$ cat src/hw/sncl_pkg.sv
// Purpose: shared constants and types for the strap/nvm configuration latch
// Assumes: strap pins arrive already digitised by analog sensing outside this block
// Notes:   register byte offsets are word aligned on a 32-bit apb bus
package sncl_pkg;

	// ==========================================================
	// register map (byte addresses)
	localparam logic [7:0] SNCL_CTRL_ADDR    = 8'h00;
	localparam logic [7:0] SNCL_STATUS_ADDR  = 8'h04;
	localparam logic [7:0] SNCL_FREQ_ADDR    = 8'h08;
	localparam logic [7:0] SNCL_MLOAD_ADDR   = 8'h0C;
	localparam logic [7:0] SNCL_BOOT_ADDR    = 8'h10;
	localparam logic [7:0] SNCL_VLIM_ADDR    = 8'h14;
	localparam logic [7:0] SNCL_SHOOT_ADDR   = 8'h18;
	localparam logic [7:0] SNCL_SLEWM_ADDR   = 8'h1C;
	localparam logic [7:0] SNCL_RAMP_ADDR    = 8'h20;
	localparam logic [7:0] SNCL_ADDR_ADDR    = 8'h24;
	localparam logic [7:0] SNCL_PHASE_ADDR   = 8'h28;
	localparam logic [7:0] SNCL_OCF_ADDR     = 8'h2C;
	localparam logic [7:0] SNCL_SETPT_ADDR   = 8'h30;

	// ==========================================================
	// field positions
	localparam int SNCL_FREQ_LSB     = 4;
	localparam int SNCL_MODE_DAC     = 7;
	localparam int SNCL_MODE_ILV     = 6;
	localparam int SNCL_MODE_DPS     = 4;
	localparam int SNCL_MODE_ZLL     = 3;
	localparam int SNCL_CTRL_RELOAD  = 0;

	// ==========================================================
	// reset values and phase count codes
	localparam logic [7:0] SNCL_BYTE_RST  = 8'h00;
	localparam logic [2:0] SNCL_PH_MAX    = 3'h4;
	localparam logic [2:0] SNCL_PH_ONE    = 3'h1;
	localparam logic [2:0] SNCL_PH_TWO    = 3'h2;
	localparam logic [2:0] SNCL_PH_THREE  = 3'h3;
	// fault threshold = max load * 5 / 4
	localparam int SNCL_OCF_MUL = 5;
	localparam int SNCL_OCF_SHR = 2;

	// ==========================================================
	// strap source resistance classes from the analog front end
	typedef enum logic [1:0] {
		SNCL_SRC_LOW  = 2'b01,
		SNCL_SRC_HIGH = 2'b10
	} sncl_src_e;

	typedef enum logic [2:0] {
		SNCL_ST_WAIT = 3'b001,
		SNCL_ST_LOAD = 3'b010,
		SNCL_ST_RUN  = 3'b100
	} sncl_state_e;

	// digitised strap readings: r = resistor code, v = voltage code
	typedef struct packed {
		logic [2:0] freq_r;
		logic [7:0] mload_v;
		logic [2:0] boot_r;
		logic [3:0] boot_v;
		logic [3:0] vlim_r;
		logic [3:0] vlim_v;
		logic [2:0] oshoot_r;
		logic [2:0] ushoot_v;
		logic [2:0] slew_r;
		logic [3:0] mode_v;
		logic [2:0] addr_r;
		logic [3:0] addr_v;
	} sncl_strap_s;

	// stored nonvolatile image
	typedef struct packed {
		logic [3:0] freq;
		logic [7:0] mload;
		logic [7:0] boot;
		logic [3:0] vlim;
		logic [2:0] oshoot;
		logic [2:0] ushoot;
		logic [2:0] slew;
		logic [4:0] mode;
		logic [1:0] rise;
		logic [1:0] ramp;
	} sncl_nvm_s;

	// assembled configuration
	typedef struct packed {
		logic [7:0] freq_cfg;
		logic [7:0] mload;
		logic [7:0] boot;
		logic [3:0] vlim;
		logic [2:0] oshoot;
		logic [2:0] ushoot;
		logic [2:0] slew;
		logic [7:0] mode;
		logic [1:0] rise;
		logic [1:0] ramp;
		logic [3:0] addr;
	} sncl_cfg_s;

endpackage : sncl_pkg

$ cat src/hw/sncl_decode.sv
// Purpose: assemble configuration from straps or nvm image
// Assumes: strap codes are stable while sampled
// Notes:   purely combinational
`timescale 1ns/1ps
module sncl_decode (
	// inputs
	input  wire sncl_pkg::sncl_strap_s strap,
	input  wire sncl_pkg::sncl_nvm_s   nvm,
	input  wire logic                  use_strap,
	// assembled result
	output sncl_pkg::sncl_cfg_s        cfg
);

	// ==========================================================
	// decode
	always_comb begin
		cfg = '0;
		if (use_strap) begin
			cfg.freq_cfg[sncl_pkg::SNCL_FREQ_LSB +: 3] = strap.freq_r;
			cfg.mload  = strap.mload_v;
			cfg.boot   = {strap.boot_v, strap.boot_r, strap.addr_r[0]};
			cfg.vlim   = strap.vlim_r ^ strap.vlim_v;
			cfg.oshoot = strap.oshoot_r;
			cfg.ushoot = strap.ushoot_v;
			cfg.slew = strap.slew_r;
			cfg.mode[sncl_pkg::SNCL_MODE_DAC] = strap.mode_v[3];
			cfg.mode[sncl_pkg::SNCL_MODE_ILV] = strap.mode_v[2];
			cfg.mode[sncl_pkg::SNCL_MODE_DPS] = strap.mode_v[1];
			cfg.mode[sncl_pkg::SNCL_MODE_ZLL] = strap.mode_v[0];
			cfg.rise = strap.addr_r[2:1];
			cfg.ramp = strap.vlim_v[3:2];
		end else begin
			cfg.freq_cfg[sncl_pkg::SNCL_FREQ_LSB +: 4] = nvm.freq;
			cfg.mload  = nvm.mload;
			cfg.boot   = nvm.boot;
			cfg.vlim   = nvm.vlim;
			cfg.oshoot = nvm.oshoot;
			cfg.ushoot = nvm.ushoot;
			cfg.slew = nvm.slew;
			cfg.mode[7:3] = nvm.mode;
			cfg.rise = nvm.rise;
			cfg.ramp = nvm.ramp;
		end
		cfg.addr = strap.addr_v;
	end

endmodule : sncl_decode

$ cat src/hw/sncl_phase_detect.sv
// Purpose: maximum active phase count from sense inputs tied to the rail
// Assumes: tie flags come from comparators outside
// Notes:   lowest tied input wins
`timescale 1ns/1ps
module sncl_phase_detect (
	// tie detection
	input  wire logic       ph2_tied,
	input  wire logic       ph3_tied,
	input  wire logic       ph4_tied,
	// result
	output logic      [2:0] max_phases
);

	always_comb begin
		if (ph2_tied)
			max_phases = sncl_pkg::SNCL_PH_ONE;
		else if (ph3_tied)
			max_phases = sncl_pkg::SNCL_PH_TWO;
		else if (ph4_tied)
			max_phases = sncl_pkg::SNCL_PH_THREE;
		else
			max_phases = sncl_pkg::SNCL_PH_MAX;
	end

endmodule : sncl_phase_detect

$ cat src/hw/sncl_top.sv
// Purpose: latch power-up configuration from straps or nvm, expose over apb
// Assumes: rail-good is synchronous; strap codes digitised externally
// Notes:   capture on rising edge of aux rail good; apb writes override fields
`timescale 1ns/1ps

module sncl_top (
	// clock and reset
	input  wire  logic                  pclk,
	input  wire  logic                  presetn,
	// apb slave
	input  wire  logic                  psel,
	input  wire  logic                  penable,
	input  wire  logic                  pwrite,
	input  wire  logic [7:0]            paddr,
	input  wire  logic [31:0]           pwdata,
	output logic       [31:0]           prdata,
	output logic                        pready,
	output logic                        pslverr,
	// power and source straps
	input  wire  logic                  aux_3v3_rail,
	input  wire  sncl_pkg::sncl_src_e   config_source_strap,
	// digitised straps and nvm image
	input  wire  sncl_pkg::sncl_strap_s strap_codes,
	input  wire  sncl_pkg::sncl_nvm_s   nvm_image,
	// phase sense inputs tied to rail
	input  wire  logic                  phase2_current_sense,
	input  wire  logic                  phase3_current_sense,
	input  wire  logic                  phase4_current_sense,
	// live configuration
	output sncl_pkg::sncl_cfg_s         cfg_out,
	output logic       [7:0]            output_setpoint_cmd,
	output logic       [7:0]            output_overcurrent_fault,
	output logic       [2:0]            max_phases,
	output logic                        cfg_valid
);

	// ==========================================================
	// declarations
	sncl_pkg::sncl_state_e state_reg;
	sncl_pkg::sncl_state_e state_next;
	sncl_pkg::sncl_cfg_s   cfg_reg;
	sncl_pkg::sncl_cfg_s   cfg_dec;
	logic [7:0]            setpt_reg;
	logic [7:0]            ocf_reg;
	logic [2:0]            phase_reg;
	logic [2:0]            phase_dec;
	logic                  rail_reg;
	logic                  reload_reg;
	logic                  rail_rise;
	logic                  capture;
	logic                  wr_en;
	logic                  addr_ok;
	logic [7:0]            wbyte;
	logic [9:0]            ocf_calc;
	logic [31:0]           rd_mux;

	// ==========================================================
	// sub blocks
	sncl_decode u_decode (
		.strap     (strap_codes),
		.nvm       (nvm_image),
		.use_strap (config_source_strap == sncl_pkg::SNCL_SRC_LOW),
		.cfg       (cfg_dec)
	);

	sncl_phase_detect u_phase (
		.ph2_tied   (phase2_current_sense),
		.ph3_tied   (phase3_current_sense),
		.ph4_tied   (phase4_current_sense),
		.max_phases (phase_dec)
	);

	// ==========================================================
	// power-up sequencing
	assign rail_rise = aux_3v3_rail & ~rail_reg;
	assign capture   = (state_reg == sncl_pkg::SNCL_ST_LOAD);

	always_ff @(posedge pclk or negedge presetn) begin
		if (!presetn)
			rail_reg <= 1'b0;
		else
			rail_reg <= aux_3v3_rail;
	end

	// rail drop returns to wait so the next power-up recaptures
	always_comb begin
		state_next = state_reg;
		case (state_reg)
			sncl_pkg::SNCL_ST_WAIT: begin
				if (rail_rise)
					state_next = sncl_pkg::SNCL_ST_LOAD;
			end
			sncl_pkg::SNCL_ST_LOAD: begin
				state_next = sncl_pkg::SNCL_ST_RUN;
			end
			sncl_pkg::SNCL_ST_RUN: begin
				if (!aux_3v3_rail)
					state_next = sncl_pkg::SNCL_ST_WAIT;
				else if (reload_reg)
					state_next = sncl_pkg::SNCL_ST_LOAD;
			end
			default: begin
				state_next = sncl_pkg::SNCL_ST_WAIT;
			end
		endcase
	end

	always_ff @(posedge pclk or negedge presetn) begin
		if (!presetn)
			state_reg <= sncl_pkg::SNCL_ST_WAIT;
		else
			state_reg <= state_next;
	end

	// ==========================================================
	// apb decode
	assign wr_en = psel & penable & pwrite;
	assign wbyte = pwdata[7:0];

	always_comb begin
		addr_ok = 1'b1;
		rd_mux  = '0;
		case (paddr)
			sncl_pkg::SNCL_CTRL_ADDR:   rd_mux = '0;
			sncl_pkg::SNCL_STATUS_ADDR: rd_mux = {29'h0000_0000, state_reg};
			sncl_pkg::SNCL_FREQ_ADDR:   rd_mux = {24'h00_0000, cfg_reg.freq_cfg};
			sncl_pkg::SNCL_MLOAD_ADDR:  rd_mux = {24'h00_0000, cfg_reg.mload};
			sncl_pkg::SNCL_BOOT_ADDR:   rd_mux = {24'h00_0000, cfg_reg.boot};
			sncl_pkg::SNCL_VLIM_ADDR:   rd_mux = {28'h000_0000, cfg_reg.vlim};
			sncl_pkg::SNCL_SHOOT_ADDR:  rd_mux = {25'h000_0000, cfg_reg.ushoot, 1'b0, cfg_reg.oshoot};
			sncl_pkg::SNCL_SLEWM_ADDR:  rd_mux = {24'h00_0000, cfg_reg.mode[7:3], cfg_reg.slew};
			sncl_pkg::SNCL_RAMP_ADDR:   rd_mux = {28'h000_0000, cfg_reg.ramp, cfg_reg.rise};
			sncl_pkg::SNCL_ADDR_ADDR:   rd_mux = {28'h000_0000, cfg_reg.addr};
			sncl_pkg::SNCL_PHASE_ADDR:  rd_mux = {29'h0000_0000, phase_reg};
			sncl_pkg::SNCL_OCF_ADDR:    rd_mux = {24'h00_0000, ocf_reg};
			sncl_pkg::SNCL_SETPT_ADDR:  rd_mux = {24'h00_0000, setpt_reg};
			default:                    addr_ok = 1'b0;
		endcase
	end

	// zero-wait slave: ready in every access phase
	always_ff @(posedge pclk or negedge presetn) begin
		if (!presetn) begin
			pready  <= 1'b0;
			pslverr <= 1'b0;
			prdata  <= '0;
		end else begin
			pready  <= psel & ~penable;
			pslverr <= psel & ~penable & ~addr_ok;
			if (psel & ~penable & ~pwrite)
				prdata <= addr_ok ? rd_mux : '0;
		end
	end

	// writes land at the completing edge only
	logic wr_go;
	assign wr_go = wr_en & pready & addr_ok;

	always_ff @(posedge pclk or negedge presetn) begin
		if (!presetn)
			reload_reg <= 1'b0;
		else
			reload_reg <= wr_go && (paddr == sncl_pkg::SNCL_CTRL_ADDR) && pwdata[sncl_pkg::SNCL_CTRL_RELOAD];
	end

	// ==========================================================
	// configuration store
	always_ff @(posedge pclk or negedge presetn) begin
		if (!presetn) begin
			cfg_reg <= '0;
		end else if (capture) begin
			cfg_reg <= cfg_dec;
		end else if (wr_go) begin
			case (paddr)
				sncl_pkg::SNCL_FREQ_ADDR:  cfg_reg.freq_cfg <= wbyte;
				sncl_pkg::SNCL_MLOAD_ADDR: cfg_reg.mload    <= wbyte;
				sncl_pkg::SNCL_BOOT_ADDR:  cfg_reg.boot     <= wbyte;
				sncl_pkg::SNCL_VLIM_ADDR:  cfg_reg.vlim     <= wbyte[3:0];
				sncl_pkg::SNCL_SHOOT_ADDR: begin
					cfg_reg.oshoot <= wbyte[2:0];
					cfg_reg.ushoot <= wbyte[6:4];
				end
				sncl_pkg::SNCL_SLEWM_ADDR: begin
					cfg_reg.slew      <= wbyte[2:0];
					cfg_reg.mode[7:3] <= wbyte[7:3];
				end
				sncl_pkg::SNCL_RAMP_ADDR: begin
					cfg_reg.rise <= wbyte[1:0];
					cfg_reg.ramp <= wbyte[3:2];
				end
				sncl_pkg::SNCL_ADDR_ADDR:  cfg_reg.addr <= wbyte[3:0];
				default: begin
				end
			endcase
		end
	end

	always_ff @(posedge pclk or negedge presetn) begin
		if (!presetn)
			phase_reg <= sncl_pkg::SNCL_PH_MAX;
		else if (capture)
			phase_reg <= phase_dec;
		else if (wr_go && paddr == sncl_pkg::SNCL_PHASE_ADDR)
			phase_reg <= wbyte[2:0];
	end

	// fault threshold saturates at full scale
	assign ocf_calc = 10'((cfg_dec.mload * sncl_pkg::SNCL_OCF_MUL) >> sncl_pkg::SNCL_OCF_SHR);

	always_ff @(posedge pclk or negedge presetn) begin
		if (!presetn)
			ocf_reg <= sncl_pkg::SNCL_BYTE_RST;
		else if (capture)
			ocf_reg <= (ocf_calc[9:8] != 2'b00) ? 8'hFF : ocf_calc[7:0];
		else if (wr_go && paddr == sncl_pkg::SNCL_OCF_ADDR)
			ocf_reg <= wbyte;
	end

	always_ff @(posedge pclk or negedge presetn) begin
		if (!presetn)
			setpt_reg <= sncl_pkg::SNCL_BYTE_RST;
		else if (capture)
			setpt_reg <= cfg_dec.boot;
		else if (wr_go && paddr == sncl_pkg::SNCL_SETPT_ADDR)
			setpt_reg <= wbyte;
	end

	// ==========================================================
	// outputs
	always_ff @(posedge pclk or negedge presetn) begin
		if (!presetn) begin
			cfg_out                  <= '0;
			output_setpoint_cmd      <= sncl_pkg::SNCL_BYTE_RST;
			output_overcurrent_fault <= sncl_pkg::SNCL_BYTE_RST;
			max_phases               <= sncl_pkg::SNCL_PH_MAX;
			cfg_valid                <= 1'b0;
		end else begin
			cfg_out                  <= cfg_reg;
			output_setpoint_cmd      <= setpt_reg;
			output_overcurrent_fault <= ocf_reg;
			max_phases               <= phase_reg;
			cfg_valid                <= (state_reg == sncl_pkg::SNCL_ST_RUN);
		end
	end

endmodule : sncl_top

$ cat config.mk
export PLATFORM = sky130hd
export DESIGN_NAME = sncl_top
export DESIGN_NICKNAME = d
export VERILOG_FILES = /design/src/hw/sncl_pkg.sv /design/src/hw/sncl_decode.sv /design/src/hw/sncl_phase_detect.sv /design/src/hw/sncl_top.sv
export SDC_FILE = /design/constraint.sdc
export NUM_CORES = 1
export LEC_CHECK = 0
export ABC_AREA = 1
export ABC_CLOCK_PERIOD_IN_PS = 1450
export BUFFER_PORTS_ARGS = -buffer_cell sky130_fd_sc_hd__clkbuf_2
export CORE_ASPECT_RATIO = 1.5
export CORE_UTILIZATION = 34
export DETAILED_ROUTE_END_ITERATION = 12
export GPL_ROUTABILITY_DRIVEN = 0
export SETUP_SLACK_MARGIN = 0.5
export SYNTH_ARGS = -nofsm -noshare
export SYNTH_HDL_FRONTEND = slang
export SYNTH_SLANG_ARGS = --single-unit
$ cat constraint.sdc
create_clock -name pclk -period 1.45 [get_ports pclk]
set_input_delay 0 -clock pclk [delete_from_list [all_inputs] [get_ports pclk]]
set_output_delay 0 -clock pclk [all_outputs]
set_load 0.005 [all_outputs]
# Yosys cells after proc, flatten, opt, wreduce, memory -nomap -nowiden
# Cells that the tools add are included.
word_totals:
  n_memories: 0
  output_inout_bits: 107
  register_bits: 178
  inputBits: 139
  latch_bits: 0
  ramBits: 0
  rom_bits: 0
  word_cells: 130
classes:
  n_bitwise: 13
  n_mul: 1
  n_lt_le_gt_ge: 0
  eq_ne: 18
  n_shift: 0
  add_sub_neg: 0
  mux: 35
  n_div: 0
  reduce_logical: 28
ops:
  columns: ["cell", "n"]
  rows:
  - ["8-bit case mux with 12 select lines", 1]
  - ["8-bit 2-to-1 mux", 11]
  - ["42-bit 2-to-1 mux", 2]
  - ["8-bit by 6-bit == test with 1-bit output (second input constant)", 5]
  - ["8-bit by 5-bit == test with 1-bit output (second input constant)", 4]
  - ["32-bit 2-to-1 mux", 1]
  - ["31-bit 2-to-1 mux", 1]
  - ["3-bit 2-to-1 mux", 9]
  - ["2-bit nonzero test", 12]
  - ["2-bit AND reduction", 9]
  - ["8-bit by 4-bit == test with 1-bit output (second input constant)", 2]
  - ["4-bit 2-to-1 mux", 4]
  - ["13-bit OR reduction", 1]
  - ["8-bit by 3-bit multiplier with 11-bit output (second input constant)", 1]
  - ["3-bit case mux with 3 select lines", 1]
  - ["1-bit bitwise AND", 8]
  - ["8-bit by 3-bit == test with 1-bit output (second input constant)", 1]
  - ["8-bit zero test", 1]
  - ["6-bit 2-to-1 mux", 1]
  - ["1-bit logical AND", 5]
  - ["1-bit inverter", 4]
  - ["4-bit bitwise XOR", 1]
  - ["3-bit by 1-bit == test with 1-bit output (second input constant)", 1]
  - ["3-bit by 2-bit == test with 1-bit output (second input constant)", 1]
  - ["6 further kinds", 8]

# Longest topological paths before layout
depth:
  depth_word: 7
  ltp_mapped: 23
  mapped_depth_nobuf: 22

# Modules after synthesis
# From an unflattened synthesis, not the netlist that was laid out.
unflattened:
  hier_cells: 1004
  hier_area_um2: 8005.2
modules_own_cells:
  columns: ["module", "area_each_um2", "seq_area_each_um2", "cells_each", "n_inst"]
  rows:
  - ["sncl_top", 7244.4, 4007.6, 837, 1]
  - ["sncl_decode", 730.7, 0.0, 160, 1]
  - ["sncl_phase_detect", 30.0, 0.0, 7, 1]

# Worst setup path before layout
# OpenSTA, ideal clock, no wires.
synth_timing:
  kind: "input-to-reg"
  startpoint: "input config_source_strap[1]"
  endpoint: "register ocf_reg[7]"
  path_stages: 20
  slack_ns: -0.774
  setup_ns: 0.117
  n_path_buf: 1
  t_required_ns: 1.333
  arrival_time_ns: 2.107
  path_cell_list: "inv_1 -> nand2_1 -> buf_2 -> o21ai_0 -> nor2_1 -> nor2_1 -> ha_1 -> inv_1 -> fa_1 -> nand3b_1 -> nand2_1 -> nand2_1 -> nand2_1 -> nand2_1 -> nand2_1 -> nand3_1 -> nand2_1 -> nand2_1 -> nand2_1 -> nand2_1"
synth_between:
  elab_chain_len: 5
synth_rtl:
  columns: ["item", "line_no", "text"]
  rows:
  - ["start: declaration", "sncl_top.sv:21", "input wire sncl_pkg::sncl_src_e config_source_strap,"]
  - ["2-bit by 1-bit == test with 1-bit output", "sncl_top.sv:62", ".use_strap (config_source_strap == sncl_pkg::SNCL_SRC_LOW),"]
  - ["31-bit 2-to-1 mux", "sncl_decode.sv:18", "if (use_strap) begin"]
  - ["8-bit by 3-bit multiplier with 11-bit output", "sncl_top.sv:208", "assign ocf_calc = 10'((cfg_dec.mload * sncl_pkg::SNCL_OCF_MUL) >> sncl_pkg::SNCL_OCF_SHR);"]
  - ["8-bit 2-to-1 mux", "sncl_top.sv:214", "ocf_reg <= (ocf_calc[9:8] != 2'b00) ? 8'hFF : ocf_calc[7:0];"]
  - ["8-bit 2-to-1 mux", "sncl_top.sv:213", "else if (capture)"]
  - ["end signal: assignment", "sncl_top.sv:212", "ocf_reg <= sncl_pkg::SNCL_BYTE_RST;"]
  - ["end signal: assignment", "sncl_top.sv:214", null]
  - ["end signal: assignment", "sncl_top.sv:216", "ocf_reg <= wbyte;"]
  - ["end: declaration", "sncl_top.sv:44", "logic [7:0] ocf_reg;"]
# No other way between the ends.
# A chain may end at the register's enable or synchronous reset.

# Final worst setup path
layout_timing:
  startpoint: "input config_source_strap[1]"
  endpoint: "register ocf_reg[1]"
# The elaborated chain is that of the path after synthesis.

==> out/metrics.cfg <==
[timing]
timing.fmax_mhz=601
report.final.slew_viol_count=0
slew_headroom_pct=65.5
tightest_slew_ps=517
finalCriticalPeriod_ps=1660
period_share_pct=115
whs_ps=-6.19
final-setup-viol-count=70
fin_worst_skew_ps=8.23
rsz0062_at_grt=yes
setup_slack_ps=-213
timing.setup.tns_ps=-9720
finalHoldViolations=1

[drt]
route.vias.total=8084
final_antenna_net_count=0
postRouteWirelength_mm=29.1
drc=0
drt-pass1-iter-count=5
initialDrtViolationCount=443
detail_route.wl_per_cell_um=18.0
post_drt_via_cell_ratio=4.99

[place]
place_hpwl_mm=18.6
numPortBuffers=194
detailed_place.area_mm2=0.00965

[logic_synthesis]
post_synth_mux_area_share_pct=0.270
synth.ff_latch_count=154
synth_compound_gate_area_share_pct=6.72
synth_area_mm2=0.00741
synth-adder-area-share_pct=1.45
postSynthCellCount=908
post_synth_xor_area_fraction_pct=1.18
yosys.area_share.simple_pct=31.3
yosys_warning_total=0
distinct_cell_type_count_of_the_synthesized_netlist=35
synth-main-ff-cell=sky130_fd_sc_hd__dfrtp_1
synth_edf_count=0
largest_family_of_logic_cells_by_synthesized_area=simple AND/OR/NAND/NOR gates
yosysSeqAreaShare_pct=52.0
syn_avg_cell_area_um2=8.16
async_reset_ff_share_pct=100

[cts]
cts-root-to-sink-buffers=2
cts_tree=done
source_to_sink_clock_delay_at_the_later_pin_of_the_worst_skew_pair_ps=440
cts_htree_levels=4
clock_buffer_count_from_cts=17
worst_setup_hold_path_clk_slew_ps=70
cts.sinks=154
cts_root_buffer=sky130_fd_sc_hd__clkbuf_16

[die]
initial_core_util_pct=34.9
coreArea_mm2=0.0212
die_area_mm2=0.0224
top_level_ports=246
die_y_um=183
row_count=65
die_w_um=123

[critical_path]
required_ps=1770
timing_worst_setup_path_type=in2reg
timing.critical_path.from_type=primary input
crit_path_end_kind=flop
maximum_fanout_count_along_the_critical_path=7
timing.critical_path.arrival_ps=1980

[grt]
grt-ovfl-total=0
grt.total_usage_pct=24.9
grt_antenna_before_repair=0
via_count_of_the_first_global_routing_pass=7776
global_route_wire_length_before_repair_mm=41.4
grt_start_max_net_pins=49

[finish]
most_common_library_cell_in_the_layout_ignoring_fill_and_taps=sky130_fd_sc_hd__nand2_1
utilization_pct=61.3
layout-area-overhead-vs-synth_pct=75.6
drive_above_1_share_pct=51.4
layout_common_cells=sky130_fd_sc_hd__nand2_1 (248), sky130_fd_sc_hd__clkbuf_2 (182), sky130_fd_sc_hd__dfrtp_1 (150), sky130_fd_sc_hd__buf_4 (136), sky130_fd_sc_hd__nand2_2 (72)
diodes=0
finish.instance_area_mm2=0.0130
fillers=1682
nNetsFinal=1487

[power_and_ir_drop]
irDropWorstVdd_mv=0.994
power_density_mw_per_mm2=1610
static-leakage-power_uw=0.00681
fin_total_pwr_uw=20900

[status]
failed_checks=negative hold slack, negative setup slack
status=complete, but fails checks

[run]
drv.max_cap_violation_count=0

[hold_path]
worstHoldPathType=in2reg

==> path summary, 6_finish.rpt <==
path | from | end | slack [ps] | cells after the start
min | nvm_image[9] | cfg_reg[16] | -6 | 5
min reg2reg | phase_reg[2] | max_phases[2] | 400 | 0
max reg2reg | state_reg[0] | cfg_reg[38] | -210 | 9
max | config_source_strap[1] | ocf_reg[1] | -210 | 19
min in group asynchronous | presetn | cfg_out[50] | 70 | 2
max in group asynchronous | presetn | state_reg[0] | 680 | 3
==> where the power goes <==
group / internal, µW / switching (µW) / leakage, µW
logic: 4610 / 4460 / 0.00457
registers: 6020 / 1200 / 0.00195
clock network: 2770 / 1830 / 0.000284
total: 13400 / 7500 / 0.00681
==> repair_timing <==
action	4_1_cts	5_1_grt
endpoints found under the setup margin	93	105
resized for setup	183	173
hold buffers	37	2
buffers inserted	53	38
hold endpoints to repair	185	2
pin swaps	64	103
cloned	10	4
==> kinds of logic (layout without fill, tap and decap cells) <==
kind of cell    after synthesis  after routing
simple gates                531            532
compound gates               97             97
buf+inv                     105            523
mux                           2              2
flops                       154            154
xor+xnor                     10             10
other cells                   1             27
fa+ha+maj                     8              8
==> cells in the mapped netlist, types with 3 or more instances <==
cell	number	area [µm²]
sky130_fd_sc_hd__nand2_1	346	1300
sky130_fd_sc_hd__dfrtp_1	151	3780
sky130_fd_sc_hd__o21ai_0	87	435
sky130_fd_sc_hd__nand3_1	83	415
sky130_fd_sc_hd__nor2_1	57	214
sky130_fd_sc_hd__inv_1	44	165
sky130_fd_sc_hd__buf_4	27	203
sky130_fd_sc_hd__clkbuf_1	14	52.6
sky130_fd_sc_hd__xor2_1	9	78.8
sky130_fd_sc_hd__ha_1	7	87.6
sky130_fd_sc_hd__nand4_1	7	43.8
sky130_fd_sc_hd__nor2_2	7	43.8
sky130_fd_sc_hd__buf_2	6	30.0
sky130_fd_sc_hd__nand2_2	6	37.5
sky130_fd_sc_hd__nand3_2	6	60.1
sky130_fd_sc_hd__nand3_4	6	105
sky130_fd_sc_hd__a21oi_1	5	25.0
sky130_fd_sc_hd__clkinv_1	5	18.8
sky130_fd_sc_hd__inv_2	5	18.8
sky130_fd_sc_hd__nor3_1	5	25.0
sky130_fd_sc_hd__nand2_4	4	45.0
sky130_fd_sc_hd__buf_1	3	11.3
sky130_fd_sc_hd__dfstp_2	3	78.8
==> worst max-delay path: stages <==
cell and delay, ps:
sky130_fd_sc_hd__clkbuf_16 130, sky130_fd_sc_hd__inv_16 40, sky130_fd_sc_hd__nand2_8 70, sky130_fd_sc_hd__mux2i_4 260, sky130_fd_sc_hd__buf_6 140, sky130_fd_sc_hd__xor2_1 150
sky130_fd_sc_hd__ha_1 300, sky130_fd_sc_hd__nand2_2 110, sky130_fd_sc_hd__nor2_1 50, sky130_fd_sc_hd__nand2_1 70, sky130_fd_sc_hd__nand3_2 100, sky130_fd_sc_hd__nand3_2 80
sky130_fd_sc_hd__nand2_1 90, sky130_fd_sc_hd__nand2_4 100, sky130_fd_sc_hd__nand2_1 60, sky130_fd_sc_hd__nand2_1 60, sky130_fd_sc_hd__nand2_1 50, sky130_fd_sc_hd__nand2_1 60
sky130_fd_sc_hd__nand2_1 60
==> routing by layer <==
layer	track usage (%)	vias up	routed length, µm
met4	13.3	0	1520
li1	-	3730	-
met2	43.4	362	15300
met3	3.79	97	1430
met1	29.0	3895	10900
met5	0	-	0
==> area by class of cell <==
| type | instances | area, µm² | area share, % |
|---|---|---|---|
| tap | 268 | 335 | 2.58 |
| multi-input combinational | 676 | 4370 | 33.6 |
| timing repair inverter | 3 | 48.8 | 0.375 |
| timing repair buffer | 434 | 3530 | 27.1 |
| sequential | 154 | 3860 | 29.7 |
| clock inverter | 12 | 164 | 1.26 |
| clock buffer | 20 | 447 | 3.43 |
| inverter | 54 | 258 | 1.98 |
==> per-stage QoR <==
| step | std cells | worst slack (ps) |
|---|---|---|
| global placement | 1445 | -806 |
| floorplan | 934 | -479 |
| detailed placement | 1445 | -881 |
| global route | 1621 | -375 |
| CTS | 1577 | -183 |
| finish | 1621 | -213 |
Note: power is estimated with default switching activity, not from simulation.
